[config.mk]
export PLATFORM = sky130hd
export DESIGN_NAME = supply_supervisor_event_logic
export DESIGN_NICKNAME = d
export VERILOG_FILES = /design/src/design/supervisor_pkg.sv /design/src/design/supply_supervisor_event_logic.sv
export SDC_FILE = /design/constraint.sdc
export NUM_CORES = 1
export LEC_CHECK = 0
export BUFFER_PORTS_ARGS = -buffer_cell sky130_fd_sc_hd__buf_2
export CORE_MARGIN = 1
export CORE_UTILIZATION = 46
export CTS_CLUSTER_SIZE = 12
export DETAILED_ROUTE_END_ITERATION = 8
export PLACE_DENSITY_LB_ADDON = 0.1
export SLEW_MARGIN = 20
export SYNTH_ARGS = -nofsm -noshare
export SYNTH_HDL_FRONTEND = slang
export SYNTH_SLANG_ARGS = --single-unit
[constraint.sdc]
create_clock -name clk_in -period 1.9 [get_ports clk_in]
set_input_delay 0.095 -clock clk_in [delete_from_list [all_inputs] [get_ports clk_in]]
set_output_delay 0.095 -clock clk_in [all_outputs]
set_load 0.05 [all_outputs]
[src/design/supervisor_pkg.sv]
// package: register map, fields and timing of the supply supervisor block
package supervisor_pkg;
  localparam int          CLK_MHZ          = 20;
  localparam int          FAST_MASK_NS     = 2000;
  localparam int          NORMAL_MASK_NS   = 150000;
  localparam int          FAST_MASK_CYCLES = (FAST_MASK_NS * CLK_MHZ) / 1000;
  localparam int          NORMAL_MASK_CYCLES =
    (NORMAL_MASK_NS * CLK_MHZ) / 1000;
  localparam int          TIMER_WIDTH      = 12;

  localparam logic [11:0] ADDR_HIGH_CTRL   = 12'h000;
  localparam logic [11:0] ADDR_LOW_CTRL    = 12'h004;
  localparam logic [11:0] ADDR_STATUS      = 12'h008;
  localparam logic [11:0] ADDR_IRQ_MASK    = 12'h00C;
  localparam logic [11:0] ADDR_STATE       = 12'h010;

  // control register fields, same layout for both sides
  localparam int          CTRL_ENABLE      = 0;
  localparam int          CTRL_FAST        = 1;
  localparam int          CTRL_RESET_EN    = 2;
  localparam int          CTRL_KEEP        = 3;
  localparam logic [3:0]  CTRL_RESET_VALUE = 4'h1;

  // status and mask fields: bit 0 high side, bit 1 low side
  localparam int          SIDE_HIGH        = 0;
  localparam int          SIDE_LOW         = 1;

  typedef struct packed {
    logic keep;
    logic reset_en;
    logic fast;
    logic enable;
  } side_ctrl_type;

  typedef struct packed {
    logic [11:0] paddr;
    logic        psel;
    logic        penable;
    logic        pwrite;
    logic [31:0] pwdata;
  } apb_req_type;

  typedef struct packed {
    logic [31:0] prdata;
    logic        pready;
    logic        pslverr;
  } apb_rsp_type;
endpackage

[src/design/supply_supervisor_event_logic.sv]
// supply supervisor event, masking, reset and pin tri-state logic
//
// Summary of operation
// full-performance enable masks events for 2 us
// mask time chosen by side's performance bit
// normal mode masks events for 150 us
// event sets flag, reset if enabled
// pins tri-stated while a flag is set
// keep bit 0 turns comparator off asleep
// keep bit 1 keeps comparator on asleep
// software enables normal mode, then fast mode; the code takes enable and fast in one write and masks for 2 us
// soft clear re-enables supervisors, no mask
// disabled before soft clear blocks flags after
// control write after soft clear restores flags
// both sides fully independent of each other
//
// The implementer's own choices: the APB interface to the registers and the register addresses.
`timescale 1ns/1ns
module supply_supervisor_event_logic
  import supervisor_pkg::*;
(
  input  wire logic                      clk_in,
  input  wire logic                      reset_n_in,
  input  wire logic                      soft_power_up_clear_in,
  input  wire supervisor_pkg::apb_req_type apb_req_in,
  output supervisor_pkg::apb_rsp_type      apb_rsp_out,
  input  wire logic [1:0]                comparator_trip_in,
  input  wire logic                      deep_sleep_modes_in,
  output logic [1:0]                     comparator_on_out,
  output logic                           power_on_reset_out,
  output logic                           gpio_tristate_out,
  output logic                           irq_out
);
  import supervisor_pkg::*;

  side_ctrl_type            ctrl [2];
  side_ctrl_type            next_ctrl [2];
  logic [TIMER_WIDTH-1:0]   mask_timer [2];
  logic [TIMER_WIDTH-1:0]   next_mask_timer [2];
  logic [1:0]               comp_on_q;
  logic [1:0]               next_comp_on;
  logic [1:0]               flag_block;
  logic [1:0]               next_flag_block;
  logic [1:0]               supervisor_event_flag;
  logic [1:0]               next_event_flag;
  logic [1:0]               irq_mask;
  logic [1:0]               next_irq_mask;
  logic                     por_q;
  logic                     next_por;
  apb_rsp_type              rsp_q;
  apb_rsp_type              next_rsp;
  logic                     wr_fire;
  logic                     rd_fire;
  logic [1:0]               comp_on;
  logic [1:0]               event_seen;

  assign wr_fire = apb_req_in.psel && apb_req_in.penable &&
                   apb_req_in.pwrite;
  assign rd_fire = apb_req_in.psel && !apb_req_in.penable &&
                   !apb_req_in.pwrite;

  always_comb begin
    for (int s = 0; s < 2; s++) begin
      // comparator runs when enabled, unless asleep without keep
      comp_on[s] = ctrl[s].enable && (!deep_sleep_modes_in || ctrl[s].keep);
      // event only once the settling mask has run out
      event_seen[s] = comp_on[s] && comp_on_q[s] && (mask_timer[s] == '0)
                      && comparator_trip_in[s];
    end
  end

  // control, timers and flag blocking per side
  always_comb begin
    logic [11:0] addr;
    addr = '0;
    next_por = 1'b0;
    for (int s = 0; s < 2; s++) begin
      addr = (s == SIDE_HIGH) ? ADDR_HIGH_CTRL : ADDR_LOW_CTRL;
      next_ctrl[s] = ctrl[s];
      next_flag_block[s] = flag_block[s];
      next_comp_on[s] = comp_on[s];
      next_mask_timer[s] = mask_timer[s];
      if (soft_power_up_clear_in) begin
        // supervisor comes back on with no settling mask
        if (!ctrl[s].enable)
          next_flag_block[s] = 1'b1;
        next_ctrl[s].enable = 1'b1;
        next_comp_on[s] = 1'b1;
        next_mask_timer[s] = '0;
      end else begin
        if (wr_fire && apb_req_in.paddr == addr) begin
          next_ctrl[s] = side_ctrl_type'(apb_req_in.pwdata[3:0]);
          next_flag_block[s] = 1'b0;
        end
        if (comp_on[s] && !comp_on_q[s]) begin
          // turn-on starts the settling mask, its length from the mode
          next_mask_timer[s] = ctrl[s].fast ?
            TIMER_WIDTH'(FAST_MASK_CYCLES) :
            TIMER_WIDTH'(NORMAL_MASK_CYCLES);
        end else if (!comp_on[s]) begin
          next_mask_timer[s] = '0;
        end else if (mask_timer[s] != '0) begin
          next_mask_timer[s] = mask_timer[s] - 1'b1;
        end
        if (event_seen[s] && ctrl[s].reset_en)
          next_por = 1'b1;
      end
    end
  end

  // sticky flags: hardware set wins over write-one-to-clear
  always_comb begin
    next_event_flag = supervisor_event_flag;
    next_irq_mask = irq_mask;
    if (wr_fire && apb_req_in.paddr == ADDR_STATUS)
      next_event_flag = supervisor_event_flag & ~apb_req_in.pwdata[1:0];
    if (wr_fire && apb_req_in.paddr == ADDR_IRQ_MASK)
      next_irq_mask = apb_req_in.pwdata[1:0];
    for (int s = 0; s < 2; s++)
      if (event_seen[s] && !flag_block[s])
        next_event_flag[s] = 1'b1;
  end

  // read data registered in the setup cycle, so the access phase is zero-wait
  always_comb begin
    next_rsp = '0;
    next_rsp.pready = 1'b1;
    if (rd_fire) begin
      unique case (apb_req_in.paddr)
        ADDR_HIGH_CTRL: next_rsp.prdata = {28'h0, ctrl[SIDE_HIGH]};
        ADDR_LOW_CTRL:  next_rsp.prdata = {28'h0, ctrl[SIDE_LOW]};
        ADDR_STATUS:    next_rsp.prdata = {30'h0, supervisor_event_flag};
        ADDR_IRQ_MASK:  next_rsp.prdata = {30'h0, irq_mask};
        ADDR_STATE:     next_rsp.prdata = {26'h0, flag_block, 2'h0,
                                           comp_on_q};
        default:        next_rsp.pslverr = 1'b1;
      endcase
    end else if (apb_req_in.psel && !apb_req_in.penable) begin
      unique case (apb_req_in.paddr)
        ADDR_HIGH_CTRL, ADDR_LOW_CTRL, ADDR_STATUS, ADDR_IRQ_MASK,
        ADDR_STATE: next_rsp.pslverr = 1'b0;
        default:    next_rsp.pslverr = 1'b1;
      endcase
    end else begin
      next_rsp = rsp_q;
    end
  end

  always_ff @(posedge clk_in or negedge reset_n_in) begin
    if (!reset_n_in) begin
      for (int s = 0; s < 2; s++) begin
        ctrl[s] <= side_ctrl_type'(CTRL_RESET_VALUE);
        mask_timer[s] <= '0;
      end
      comp_on_q <= 2'h3;
      flag_block <= 2'h0;
      supervisor_event_flag <= 2'h0;
      irq_mask <= 2'h0;
      por_q <= 1'b0;
      rsp_q <= '0;
    end else begin
      for (int s = 0; s < 2; s++) begin
        ctrl[s] <= next_ctrl[s];
        mask_timer[s] <= next_mask_timer[s];
      end
      comp_on_q <= next_comp_on;
      flag_block <= next_flag_block;
      supervisor_event_flag <= next_event_flag;
      irq_mask <= next_irq_mask;
      por_q <= next_por;
      rsp_q <= next_rsp;
    end
  end

  always_comb begin
    apb_rsp_out = rsp_q;
    apb_rsp_out.pready = 1'b1;
    if (!(apb_req_in.psel && apb_req_in.penable))
      apb_rsp_out.pslverr = 1'b0;
  end
  assign comparator_on_out = comp_on_q;
  assign power_on_reset_out = por_q;
  // pins float while any flag is up, until software clears it
  assign gpio_tristate_out = |supervisor_event_flag;
  assign irq_out = |(supervisor_event_flag & irq_mask);
endmodule

After elaboration in Yosys (flattened, before gate mapping)
Index checks and enable logic that the tools add are counted.
{"block": "totals", "word_cells": 117, "ff_bits": 74}
{"block": "classes", "add_sub_neg": 2, "n_reduce_logical": 48, "n_bitwise": 4, "eq_ne": 8, "mux": 36}
{"op": "two-way mux 12 bit", "n": 10}
{"op": "logical NOT 12 bit", "n": 3}
{"op": "two-way mux 33 bit", "n": 1}
{"op": "two-way mux 32 bit", "n": 1}
{"op": "case mux 6 bit (5 select lines)", "n": 1}
{"op": "== test 12 x 4 -> 1 bit (second input constant)", "n": 2}
{"op": "nonzero test 12 bit", "n": 2}
{"op": "subtractor 12 x 1 -> 12 bit (second input constant)", "n": 2}
{"op": "logical AND 1 bit", "n": 22}
{"op": "two-way mux 1 bit", "n": 22}
{"op": "== test 12 x 3 -> 1 bit (second input constant)", "n": 1}
{"op": "== test 12 x 5 -> 1 bit (second input constant)", "n": 1}
{"op": "nonzero test 2 bit", "n": 5}
{"op": "inequality test 4 x 2 -> 1 bit (second input constant)", "n": 2}
{"op": "AND reduction 2 bit", "n": 4}
{"op": "logical NOT 1 bit", "n": 7}
{"op": "OR reduction 5 bit", "n": 1}
{"op": "AND 2 bit", "n": 2}
{"op": "inequality test 2 bit (second input constant)", "n": 2}
{"op": "OR reduction 2 bit", "n": 2}
{"op": "logical OR 1 bit", "n": 2}
{"op": "two-way mux 2 bit", "n": 1}
{"op": "NOT 2 bit", "n": 1}
{"op": "NOT 1 bit", "n": 1}

Depth between registers and ports, before layout
Gate-level depths: netlist of run 1.
{"block": "depth", "ltp_word": 11, "depth_mapped": 6, "mapped_depth_nobuf": 6}

Worst setup path before layout of run 1
OpenSTA, ideal clock, no wires.
{"block": "synth_path", "path_type": "flip-flop to flip-flop", "startpoint": "register mask_timer[12] in the netlist's numbering", "endpoint": "register mask_timer[13] in the netlist's numbering", "arrival_ns": 1.728, "path_buffers": 0, "t_required_ns": 1.775, "slack_ns": 0.047, "setup_time_ns": 0.125, "stages_incl_launch_ff": 7, "path_cell_list": "dfrtp_1 -> inv_1 -> ha_1 -> nor4b_1 -> nand4_1 -> nor2_1 -> mux2_2"}
{"block": "synth_between", "elab_chain_cells": 5, "word_cells_on_any_way": 7, "cone_classes": "1 x add/sub; 1 x eq/ne; 4 x mux; 1 x reduce/logical"}
{"item": "from (decl)", "line_no": "supply_supervisor_event_logic.sv:38", "rtl": "logic [TIMER_WIDTH-1:0] mask_timer [2];"}
{"item": "from (signal, indexed assignment)", "line_no": "supply_supervisor_event_logic.sv:164", "rtl": "mask_timer[s] <= next_mask_timer[s];"}
{"item": "subtractor 12 x 1 -> 12 bit", "line_no": "supply_supervisor_event_logic.sv:103", "rtl": "next_mask_timer[s] = mask_timer[s] - 1'b1;"}
{"item": "two-way mux 12 bit", "line_no": "supply_supervisor_event_logic.sv:102", "rtl": "end else if (mask_timer[s] != '0) begin"}
{"item": "two-way mux 12 bit", "line_no": "supply_supervisor_event_logic.sv:100", "rtl": "end else if (!comp_on[s]) begin"}
{"item": "two-way mux 12 bit", "line_no": "supply_supervisor_event_logic.sv:95", "rtl": "if (comp_on[s] && !comp_on_q[s]) begin"}
{"item": "two-way mux 12 bit", "line_no": "supply_supervisor_event_logic.sv:83", "rtl": "if (soft_power_up_clear_in) begin"}
Parallel ways exist; a longest one is shown, timed or not. The select of a mux whose other input is x is not followed.
A chain may end at the register's enable or synchronous reset.

Final worst setup path of run 1
{"block": "layout_path", "startpoint": "register mask_timer[14] in the netlist's numbering", "endpoint": "register mask_timer[17] in the netlist's numbering"}
Same word-level chain as after synthesis.

==> impl_metrics.csv, run 1 <==
group,metric,value,unit
hold_path,hold_path_class,"input port to register",
die,initial_core_util,47.6,%
routing,wl_per_cell,14.5,µm
clock_tree,numCtsBuffers,5,
die,coreArea,5890,µm²
die,design.die.area,6400,µm²
clock_tree,clock_path_buffers,2,
clock_tree,clk_pin_slew,0.09,ns
synth,syn_area,2800,µm²
cells_and_area,final_common_cell,"dfrtp_1",
sta,setup_viol,0,
sta,rsz0062_at_grt,"no",
clock_tree,clock_latency,0.30,ns
synth,synthFlopType,"dfrtp_1",
sta,fin_skew,0.00719,ns
cells_and_area,final_cell_mix,"dfrtp_1 (44), buf_2 (36), conb_1 (27)",
placed_design,pre_cts_slack,0.0222,ns
placed_design,place_inst,395,
placed_design,gp_congestion,0.792,
clock_tree,cts_sinks,48,
placed_design,io_buffers,36,
power,p_leak,1.55,nW
worst_setup_path,crit_family,"simple AND/OR/NAND/NOR gates",
worst_setup_path,cp-start-kind,"register",
worst_setup_path,crit_path_end_kind,"register",
worst_setup_path,path_cells,"or4_1 > nor2_1 > xnor2_1 > a2111oi_0",
power,p_per_area,894,nW/µm²
routing,via_count,2134,
worst_setup_path,critPathArrivalTime,1.95,ns
clock_tree,h-tree-depth,2,
sta,maxSlewViolCount,0,
grt,grt_first_pass_wirelength,9760,µm
sta,max_freq,563,MHz
cells_and_area,nets,385,
cells_and_area,num_antenna_cells,0,
worst_setup_path,path_buf_inv,0,
synth,ys_types,51,
routing,wl,5850,µm
grt,grt_max_degree,25,
routing,drt_iter0_markers,95,
sta,layout_min_cycle_time,1.78,ns
cells_and_area,area_growth_syn_to_layout,12.5,%
routing,antenna_left,0,
grt,grt_pass1_vias,2061,
worst_setup_path,r2r_start,"mask_timer[14]",
routing,via_per_inst,5.28,
routing,drc,0,
cells_and_area,drive_above_1_share,27.7,%
cells_and_area,instances_no_fill,404,
sta,finalHoldViolCount,0,
die,rows,28,
grt,grt_overflow,0,
sta,worst_slew_pin_slew,0.558,ns
run,max-cap-violations,0,
sta,finalSetupTns,0,ns
synth,ys_warn_count,0,
clock_tree,cts_tree,"yes",
die,boundaryPins,92,
power,ir_worst_vdd,0.421,mV
placed_design,hpwlAfterDp,4410,µm
die,die_w,80.0,µm
sta,fin_crit_sh,93.5,%
worst_setup_path,crit_fanout,8,
worst_setup_path,critPathRequiredTime,2.07,ns
synth,syn_inst,281,
worst_setup_path,startpoint,"mask_timer[14]",
die,die_h,80.0,µm
synth,ys_ff_latch,48,
routing,drtPass1Iterations,4,
synth,synth-async-reset-ratio,100,%
grt,antenna_found_initial,0,
worst_setup_path,cp_slowest_stage_delay,0.59,ns
worst_setup_path,critPathKind,"register to register",
hold_path,min_from,"apb_req_in[3]",
synth,seq_area_frac_synth,43.1,%
sta,relSlewSlack,62.4,%
grt,grt_usage,20.2,%
synth,synth_area_per_cell,9.96,µm²
cells_and_area,finish.utilization,53.5,%
clock_tree,clock-root-buffer,"clkbuf_8",
synth,synth_edf_count,0,
sta,layout_setup_ws,0.124,ns
worst_setup_path,crit_slowest_cell,"or4_1",
status,outcome,"finished clean",
-- final timing paths --
path                                   to  slack [ns]  cells past startpoint
min                               ctrl[7]        0.04                      2
min reg2reg                      rsp_q[0]        0.49                      2
max in group asynchronous         ctrl[4]        0.91                      3
max                        mask_timer[17]        0.12                      4
min in group asynchronous   mask_timer[5]        0.32                      2
max reg2reg                mask_timer[17]        0.12                      4
-- timing repair --
item	in CTS	in global routing
gates resized for setup	0	5
setup buffers	0	0
endpoints found under the setup margin	0	13
hold endpoints to repair	20	0
hold buffers	1	0
-- through the flow --
stage | power (mW) | hold slack (ns) | instance area [µm²]
detailed placement | 2.16 | 0.120 | 3020
finish | 2.82 | 0.0393 | 3150
floorplan | 1.92 | -0.201 | 2890
global placement | 2.17 | 0.124 | 3020
CTS | 2.82 | 0.0300 | 3120
global route | 3.01 | 0.0308 | 3150
-- layer usage --
layer  vias to the layer above  global-route usage, %  routed length [µm]
li1                       1048                      -                   -
met1                      1033                   27.2                2880
met2                        45                   32.4                2700
met3                         8                   4.00                 180
met4                         0                   6.61                  92
met5                         -                      0                   0
-- cell families (layout without fill, tap and decap cells) --
kind of cell	Yosys count	after routing	share of synthesized area [%]
compound gates	39	39	9.07
mux	17	17	6.57
buf+inv	49	72	11.3
flops	48	48	43.1
fa+ha+maj	4	4	1.79
xor+xnor	16	16	5.01
simple gates	106	106	22.9
other cells	2	27	0.268
-- cells in the mapped netlist, types with 4 or more instances --
library cell,n,area (µm²)
nor4_1,8,50.1
a21oi_1,13,65.1
nand2b_1,5,31.3
ha_1,4,50.1
buf_4,33,248
nand4_1,4,25.0
o21ai_0,8,40.0
dfstp_2,4,105
nand3_1,11,55.1
or4_1,4,30.0
inv_1,8,30.0
xnor2_1,4,35.0
nor3_1,6,30.0
nand2_1,22,82.6
mux2i_1,6,60.1
dfrtp_1,44,1100
nand4b_1,4,35.0
xor2_1,12,105
clkbuf_1,5,18.8
nor2_1,13,48.8
mux2_2,11,124
-- sequential cells by signal, summed over array words and instances, names as in the netlist --
| register | cells |
|---|---|
| mask_timer | 24 |
| ctrl | 8 |
| apb_rsp_out | 6 |
| comparator_on_out | 2 |
| flag_block | 2 |
| irq_mask | 2 |
| supervisor_event_flag | 2 |
| power_on_reset_out | 1 |
| rsp_q | 1 |
-- area by class of cell --
type / instances / area (µm²)
Sequential cell: 48 / 1210
Multi-Input combinational cell: 209 / 1400
Fill cell: 547 / 2740
Tap cell: 75 / 93.8
Inverter: 9 / 33.8
Clock buffer: 6 / 82.6
Timing Repair Buffer: 55 / 325
Clock inverter: 2 / 10.0
-- report_power, final --
group / internal, mW / switching, mW
sequential: 1.11 / 0.0877
combinational: 0.412 / 0.567
clock: 0.291 / 0.351
total: 1.81 / 1.01
No activity file was read; power rests on OpenSTA's default activity.
==> run 2, diff against run 1 <==
Settings changed: BUFFER_PORTS_ARGS -buffer_cell sky130_fd_sc_hd__buf_2 to not set, CORE_UTILIZATION 46 to 49, DONT_BUFFER_PORTS set to 1.
==> run 2 against run 1 <==
Sequential power about the same; clock power is 4.8% lower; via count fell by 3.2%; clock skew shrank 0.00088 ns; final cell count down 7.4%; cell area fell by 2.4%; worst hold slack worse by 0.028 ns; wire length grew 0.36%; setup slack lost 0.0099 ns; highest routed layer unchanged.
==> impl_metrics.csv, run 2 (synthesis results as in run 1) <==
group,metric,value,unit
worst_setup_path,crit_fanout,3,
run,max-cap-violations,0,
power,ir_worst_vdd,0.348,mV
routing,wl,5870,µm
cells_and_area,area_growth_syn_to_layout,9.79,%
die,die_h,77.6,µm
grt,grt_usage,20.9,%
worst_setup_path,r2r_start,"mask_timer[5]",
worst_setup_path,critPathArrivalTime,2.02,ns
placed_design,io_buffers,0,
grt,grt_first_pass_wirelength,9700,µm
routing,wl_per_cell,15.7,µm
cells_and_area,final_cell_mix,"dfrtp_1 (44), conb_1 (27), nand2_1 (22)",
clock_tree,post_cts_buffers,0,
hold_path,min_from,"apb_req_in[38]",
cells_and_area,nets,358,
worst_setup_path,cpMostUsedCell,"or4_1",
die,design.die.area,6020,µm²
clock_tree,numCtsBuffers,5,
sta,worst_slew_pin_slew,0.493,ns
grt,grt_overflow,0,
clock_tree,clk_pin_slew,0.09,ns
grt,grt_pass1_vias,2014,
power,p_per_area,899,nW/µm²
worst_setup_path,reg2reg_slack,0.11,ns
routing,antenna_left,0,
worst_setup_path,crit_slowest_cell,"or4_1",
clock_tree,cts_sinks,48,
worst_setup_path,crit_path_end_kind,"register",
routing,drt_iter0_markers,86,
die,boundaryPins,92,
die,coreArea,5510,µm²
sta,layout_min_cycle_time,1.79,ns
worst_setup_path,ff2ff_path_depth,4,
sta,relSlewSlack,66.8,%
cells_and_area,top_register,"mask_timer",
clock_tree,clock_latency,0.30,ns
placed_design,placed_area,2810,µm²
sta,setup_viol,0,
sta,max_freq,560,MHz
worst_setup_path,crit_family,"simple AND/OR/NAND/NOR gates",
worst_setup_path,cp_num_cells,4,
clock_tree,h-tree-depth,2,
cells_and_area,instances_no_fill,374,
die,initial_core_util,50.8,%
worst_setup_path,cp_slowest_stage_delay,0.57,ns
placed_design,gp_congestion,0.786,
placed_design,hpwlAfterDp,4220,µm
clock_tree,cts_tree,"yes",
sta,finalHoldViolCount,0,
sta,fin_skew,0.00630,ns
die,rows,27,
sta,fin_crit_sh,94.0,%
placed_design,place_inst,353,
hold_path,min_to,"supervisor_event_flag[0]",
cells_and_area,drive_above_1_share,17.2,%
routing,via_count,2066,
cells_and_area,stdcell_area,3070,µm²
die,die_w,77.6,µm
sta,finalSetupTns,0,ns
worst_setup_path,path_cells,"or4_1 > or4_1 > xor2_1 > a21oi_1",
power,total_power,2.76,mW
clock_tree,clock_path_buffers,2,
cells_and_area,num_antenna_cells,0,
worst_setup_path,cp-start-kind,"register",
sta,rsz0062_at_grt,"no",
grt,grt_max_degree,49,
worst_setup_path,path_buf_inv,0,
worst_setup_path,critPathKind,"register to register",
clock_tree,clock-root-buffer,"clkbuf_8",
cells_and_area,finish.utilization,55.8,%
worst_setup_path,reg2reg_to,"mask_timer[8]",
sta,maxSlewViolCount,0,
grt,antenna_found_initial,0,
status,outcome,"finished clean",
hold_path,min_path_cells,2,
routing,drtPass1Iterations,4,
power,p_leak,1.44,nW
cells_and_area,largest_reg_flops,24,
cells_and_area,final_common_cell,"dfrtp_1",
routing,drc,0,
hold_path,hold_path_class,"input port to register",
routing,via_per_inst,5.52,
worst_setup_path,critPathRequiredTime,2.13,ns
run 2: power by group:
part / total (mW) / leakage (nW) / switching (mW) / internal, mW
clock network: 0.612 / 0.0479 / 0.355 / 0.257
logic: 0.959 / 0.758 / 0.556 / 0.402
registers: 1.19 / 0.633 / 0.0850 / 1.11
total: 2.76 / 1.44 / 0.996 / 1.77
run 2: how the worst max path moves through the flow:
stage,start,end
4_1_cts,mask_timer[12],mask_timer[13]
2_1_floorplan,mask_timer[12],mask_timer[13]
3_5_place_dp,mask_timer[12],mask_timer[13]
6_report,mask_timer[5],mask_timer[8]
5_1_grt,mask_timer[12],mask_timer[18]
3_3_place_gp,mask_timer[12],mask_timer[13]
run 2: cell type report:
type / count / area [µm²]
Clock buffer: 5 / 68.8
Clock inverter: 3 / 18.8
Fill cell: 502 / 2430
Inverter: 9 / 33.8
Multi-Input combinational cell: 209 / 1400
Sequential cell: 48 / 1210
Tap cell: 72 / 90.1
Timing Repair Buffer: 28 / 260
run 2: worst reg2reg max path, delay by kind of cell, from the launching register on:
kind | cells | cell delay (ns)
AOI/OAI and AO/OA | 1 | 0.13
DFF | 1 | 0.42
xor gates and xnor gates | 1 | 0.16
and+or+nand+nor | 2 | 1.01
run 2: per-layer routing:
layer / vias up / part of all wire [%] / global-route usage [%]
met3: 8 / 3.9 / 4.59
met5: - / 0 / 0
li1: 986 / - / -
met4: 0 / 1.4 / 6.60
met1: 1008 / 47 / 27.3
met2: 64 / 47 / 34.4
run 2: what timing repair did:
| item | CTS | global route |
|---|---|---|
| hold endpoints to repair | 65 | 0 |
| setup endpoints to repair | 0 | 18 |
| hold buffers | 13 | 0 |
| resized for setup | 0 | 4 |
run 2: per-stage QoR:
step	hold slack [ns]	setup WS [ns]
finish	0.0114	0.114
global route	0.0170	0.0205
CTS	0.00464	0.0344
detailed placement	-0.199	0.0553
global placement	-0.200	0.0643
floorplan	-0.201	0.0472
==> run 3, diff against run 2 <==
Settings changed: PLACE_DENSITY set to 0.75, PLACE_DENSITY_LB_ADDON 0.1 to not set.
==> run 3 against run 2 <==
The run now ends with DRC left; global-route usage is 0.48 points lower; critical endpoint unchanged; sequential share of layout area is 0.50 points higher; cell area fell by 1.3%; clock-buffer cell count grew 1; largest cell class unchanged; highest routed layer unchanged; clock skew rose by 0.0049 ns; non-clock buffer count is 5 lower; wire length decreased by 2.6%; setup slack got worse by 0.016 ns; register-to-register slack worse by 0.02 ns; worst hold slack worse by 0.0034 ns.
==> impl_metrics.csv, run 3 (synthesis results as in run 1) <==
group,metric,value,unit
status,outcome,"finished with violations",
status,violations,"DRC",
die,die_w,77.6,µm
grt,grt_usage,20.4,%
die,die_h,77.6,µm
sta,layout_min_cycle_time,1.80,ns
clock_tree,cts_tree,"yes",
clock_tree,clk_pin_slew,0.09,ns
worst_setup_path,critPathKind,"register to register",
power,p_leak,1.42,nW
sta,maxSlewViolCount,0,
clock_tree,clock-root-buffer,"clkbuf_8",
cells_and_area,nets,353,
run,max-cap-violations,0,
die,boundaryPins,92,
grt,grt_first_pass_wirelength,9490,µm
sta,fin_skew,0.0112,ns
placed_design,hpwlAfterDp,4050,µm
power,p_per_area,910,nW/µm²
sta,max_freq,555,MHz
routing,via_per_inst,5.52,
routing,antenna_left,0,
die,coreArea,5510,µm²
worst_setup_path,crit_fanout,4,
worst_setup_path,crit_path_end_kind,"register",
die,rows,27,
cells_and_area,top_register,"mask_timer",
hold_path,hold_path_class,"input port to register",
routing,drc,2,
power,ir_worst_vdd,0.521,mV
cells_and_area,stdcell_area,3030,µm²
clock_tree,numCtsBuffers,5,
routing,drtPass1Iterations,6,
cells_and_area,area_growth_syn_to_layout,8.40,%
routing,wl,5720,µm
sta,finalSetupTns,0,ns
placed_design,pre_cts_slack,0.0600,ns
die,initial_core_util,50.8,%
sta,setup_viol,0,
routing,via_count,2038,
sta,layout_setup_ws,0.0984,ns
routing,drt_iter0_markers,203,
die,design.die.area,6020,µm²
worst_setup_path,cp-start-kind,"register",
grt,grt_overflow,0,
clock_tree,clock_latency,0.31,ns
placed_design,placed_area,2780,µm²
cells_and_area,nFillCells,501,
cells_and_area,final_cell_mix,"dfrtp_1 (44), conb_1 (27), nand2_1 (22)",
worst_setup_path,critPathRequiredTime,2.13,ns
cells_and_area,largest_reg_flops,24,
worst_setup_path,critPathArrivalTime,2.03,ns
cells_and_area,num_antenna_cells,0,
grt,antenna_found_initial,0,
sta,rsz0062_at_grt,"no",
grt,grt_pass1_vias,1963,
clock_tree,clock_path_buffers,2,
sta,finalHoldViolCount,0,
clock_tree,h-tree-depth,2,
grt,grt_max_degree,49,
clock_tree,cts_sinks,48,
cells_and_area,drive_above_1_share,15.5,%
routing,wl_per_cell,15.5,µm
placed_design,io_buffers,0,
placed_design,gp_congestion,0.842,
cells_and_area,final_common_cell,"dfrtp_1",
cells_and_area,multi_input_area,1390,µm²
sta,fin_crit_sh,94.8,%
cells_and_area,seqCellArea,1210,µm²
[run 3: worst max-delay path, stage by stage (launching register included)]
cell	delay, ns
dfrtp_1	0.43
or4_1	0.54
or4_1	0.44
xor2_1	0.16
a21oi_1	0.16
[run 3: report_power, final]
part	switching (mW)	total, mW	leakage (nW)	internal [mW]
Clock	0.344	0.635	0.0510	0.291
Combinational	0.549	0.927	0.732	0.378
Sequential	0.0938	1.20	0.633	1.11
[run 3: path summary, 6_finish.rpt]
check / depth (start not counted) / slack (ns) / end / startpoint
max: 4 / 0.1 / mask_timer[8] / mask_timer[4]
min reg2reg: 2 / 0.49 / rsp_q[0] / rsp_q[0]
min: 2 / 0.008 / supervisor_event_flag[1] / apb_req_in[38]
max reg2reg: 4 / 0.1 / mask_timer[8] / mask_timer[4]
max in group asynchronous: 2 / 1.34 / comparator_on_out[0] / reset_n_in
min in group asynchronous: 2 / 0.29 / rsp_q[0] / reset_n_in
[run 3: repair_timing]
action,CTS,global route
gates resized for setup,0,3
setup buffers,0,0
endpoints found under the hold margin,65,0
hold buffers,13,0
setup endpoints to repair,0,20
[run 3: routing by layer]
metal	GRT usage (%)	share of wire [%]	vias to the layer above
li1	-	-	980
met4	7.92	1.6	0
met5	0	0	-
met3	5.18	5.9	11
met2	33.6	50	64
met1	25.6	43	983
[run 3: area by class of cell]
type	count	share of cell area [%]
multi-input combinational	209	45.8
sequential	48	39.8
clock buffer	6	2.72
timing repair buffer	23	7.34
tap	72	2.97
inverter	9	1.11
clock inverter	2	0.330
[run 3: through the flow]
step	utilization, %	power [mW]	std cells	hold slack [ns]
2_1_floorplan	-	1.92	306	-0.201
3_3_place_gp	50.4	2.04	348	-0.200
3_5_place_dp	50.4	2.07	348	-0.199
4_1_cts	54.8	2.75	369	0.00531
5_1_grt	55.1	2.93	369	0.0119
6_report	55.1	2.76	369	0.00803
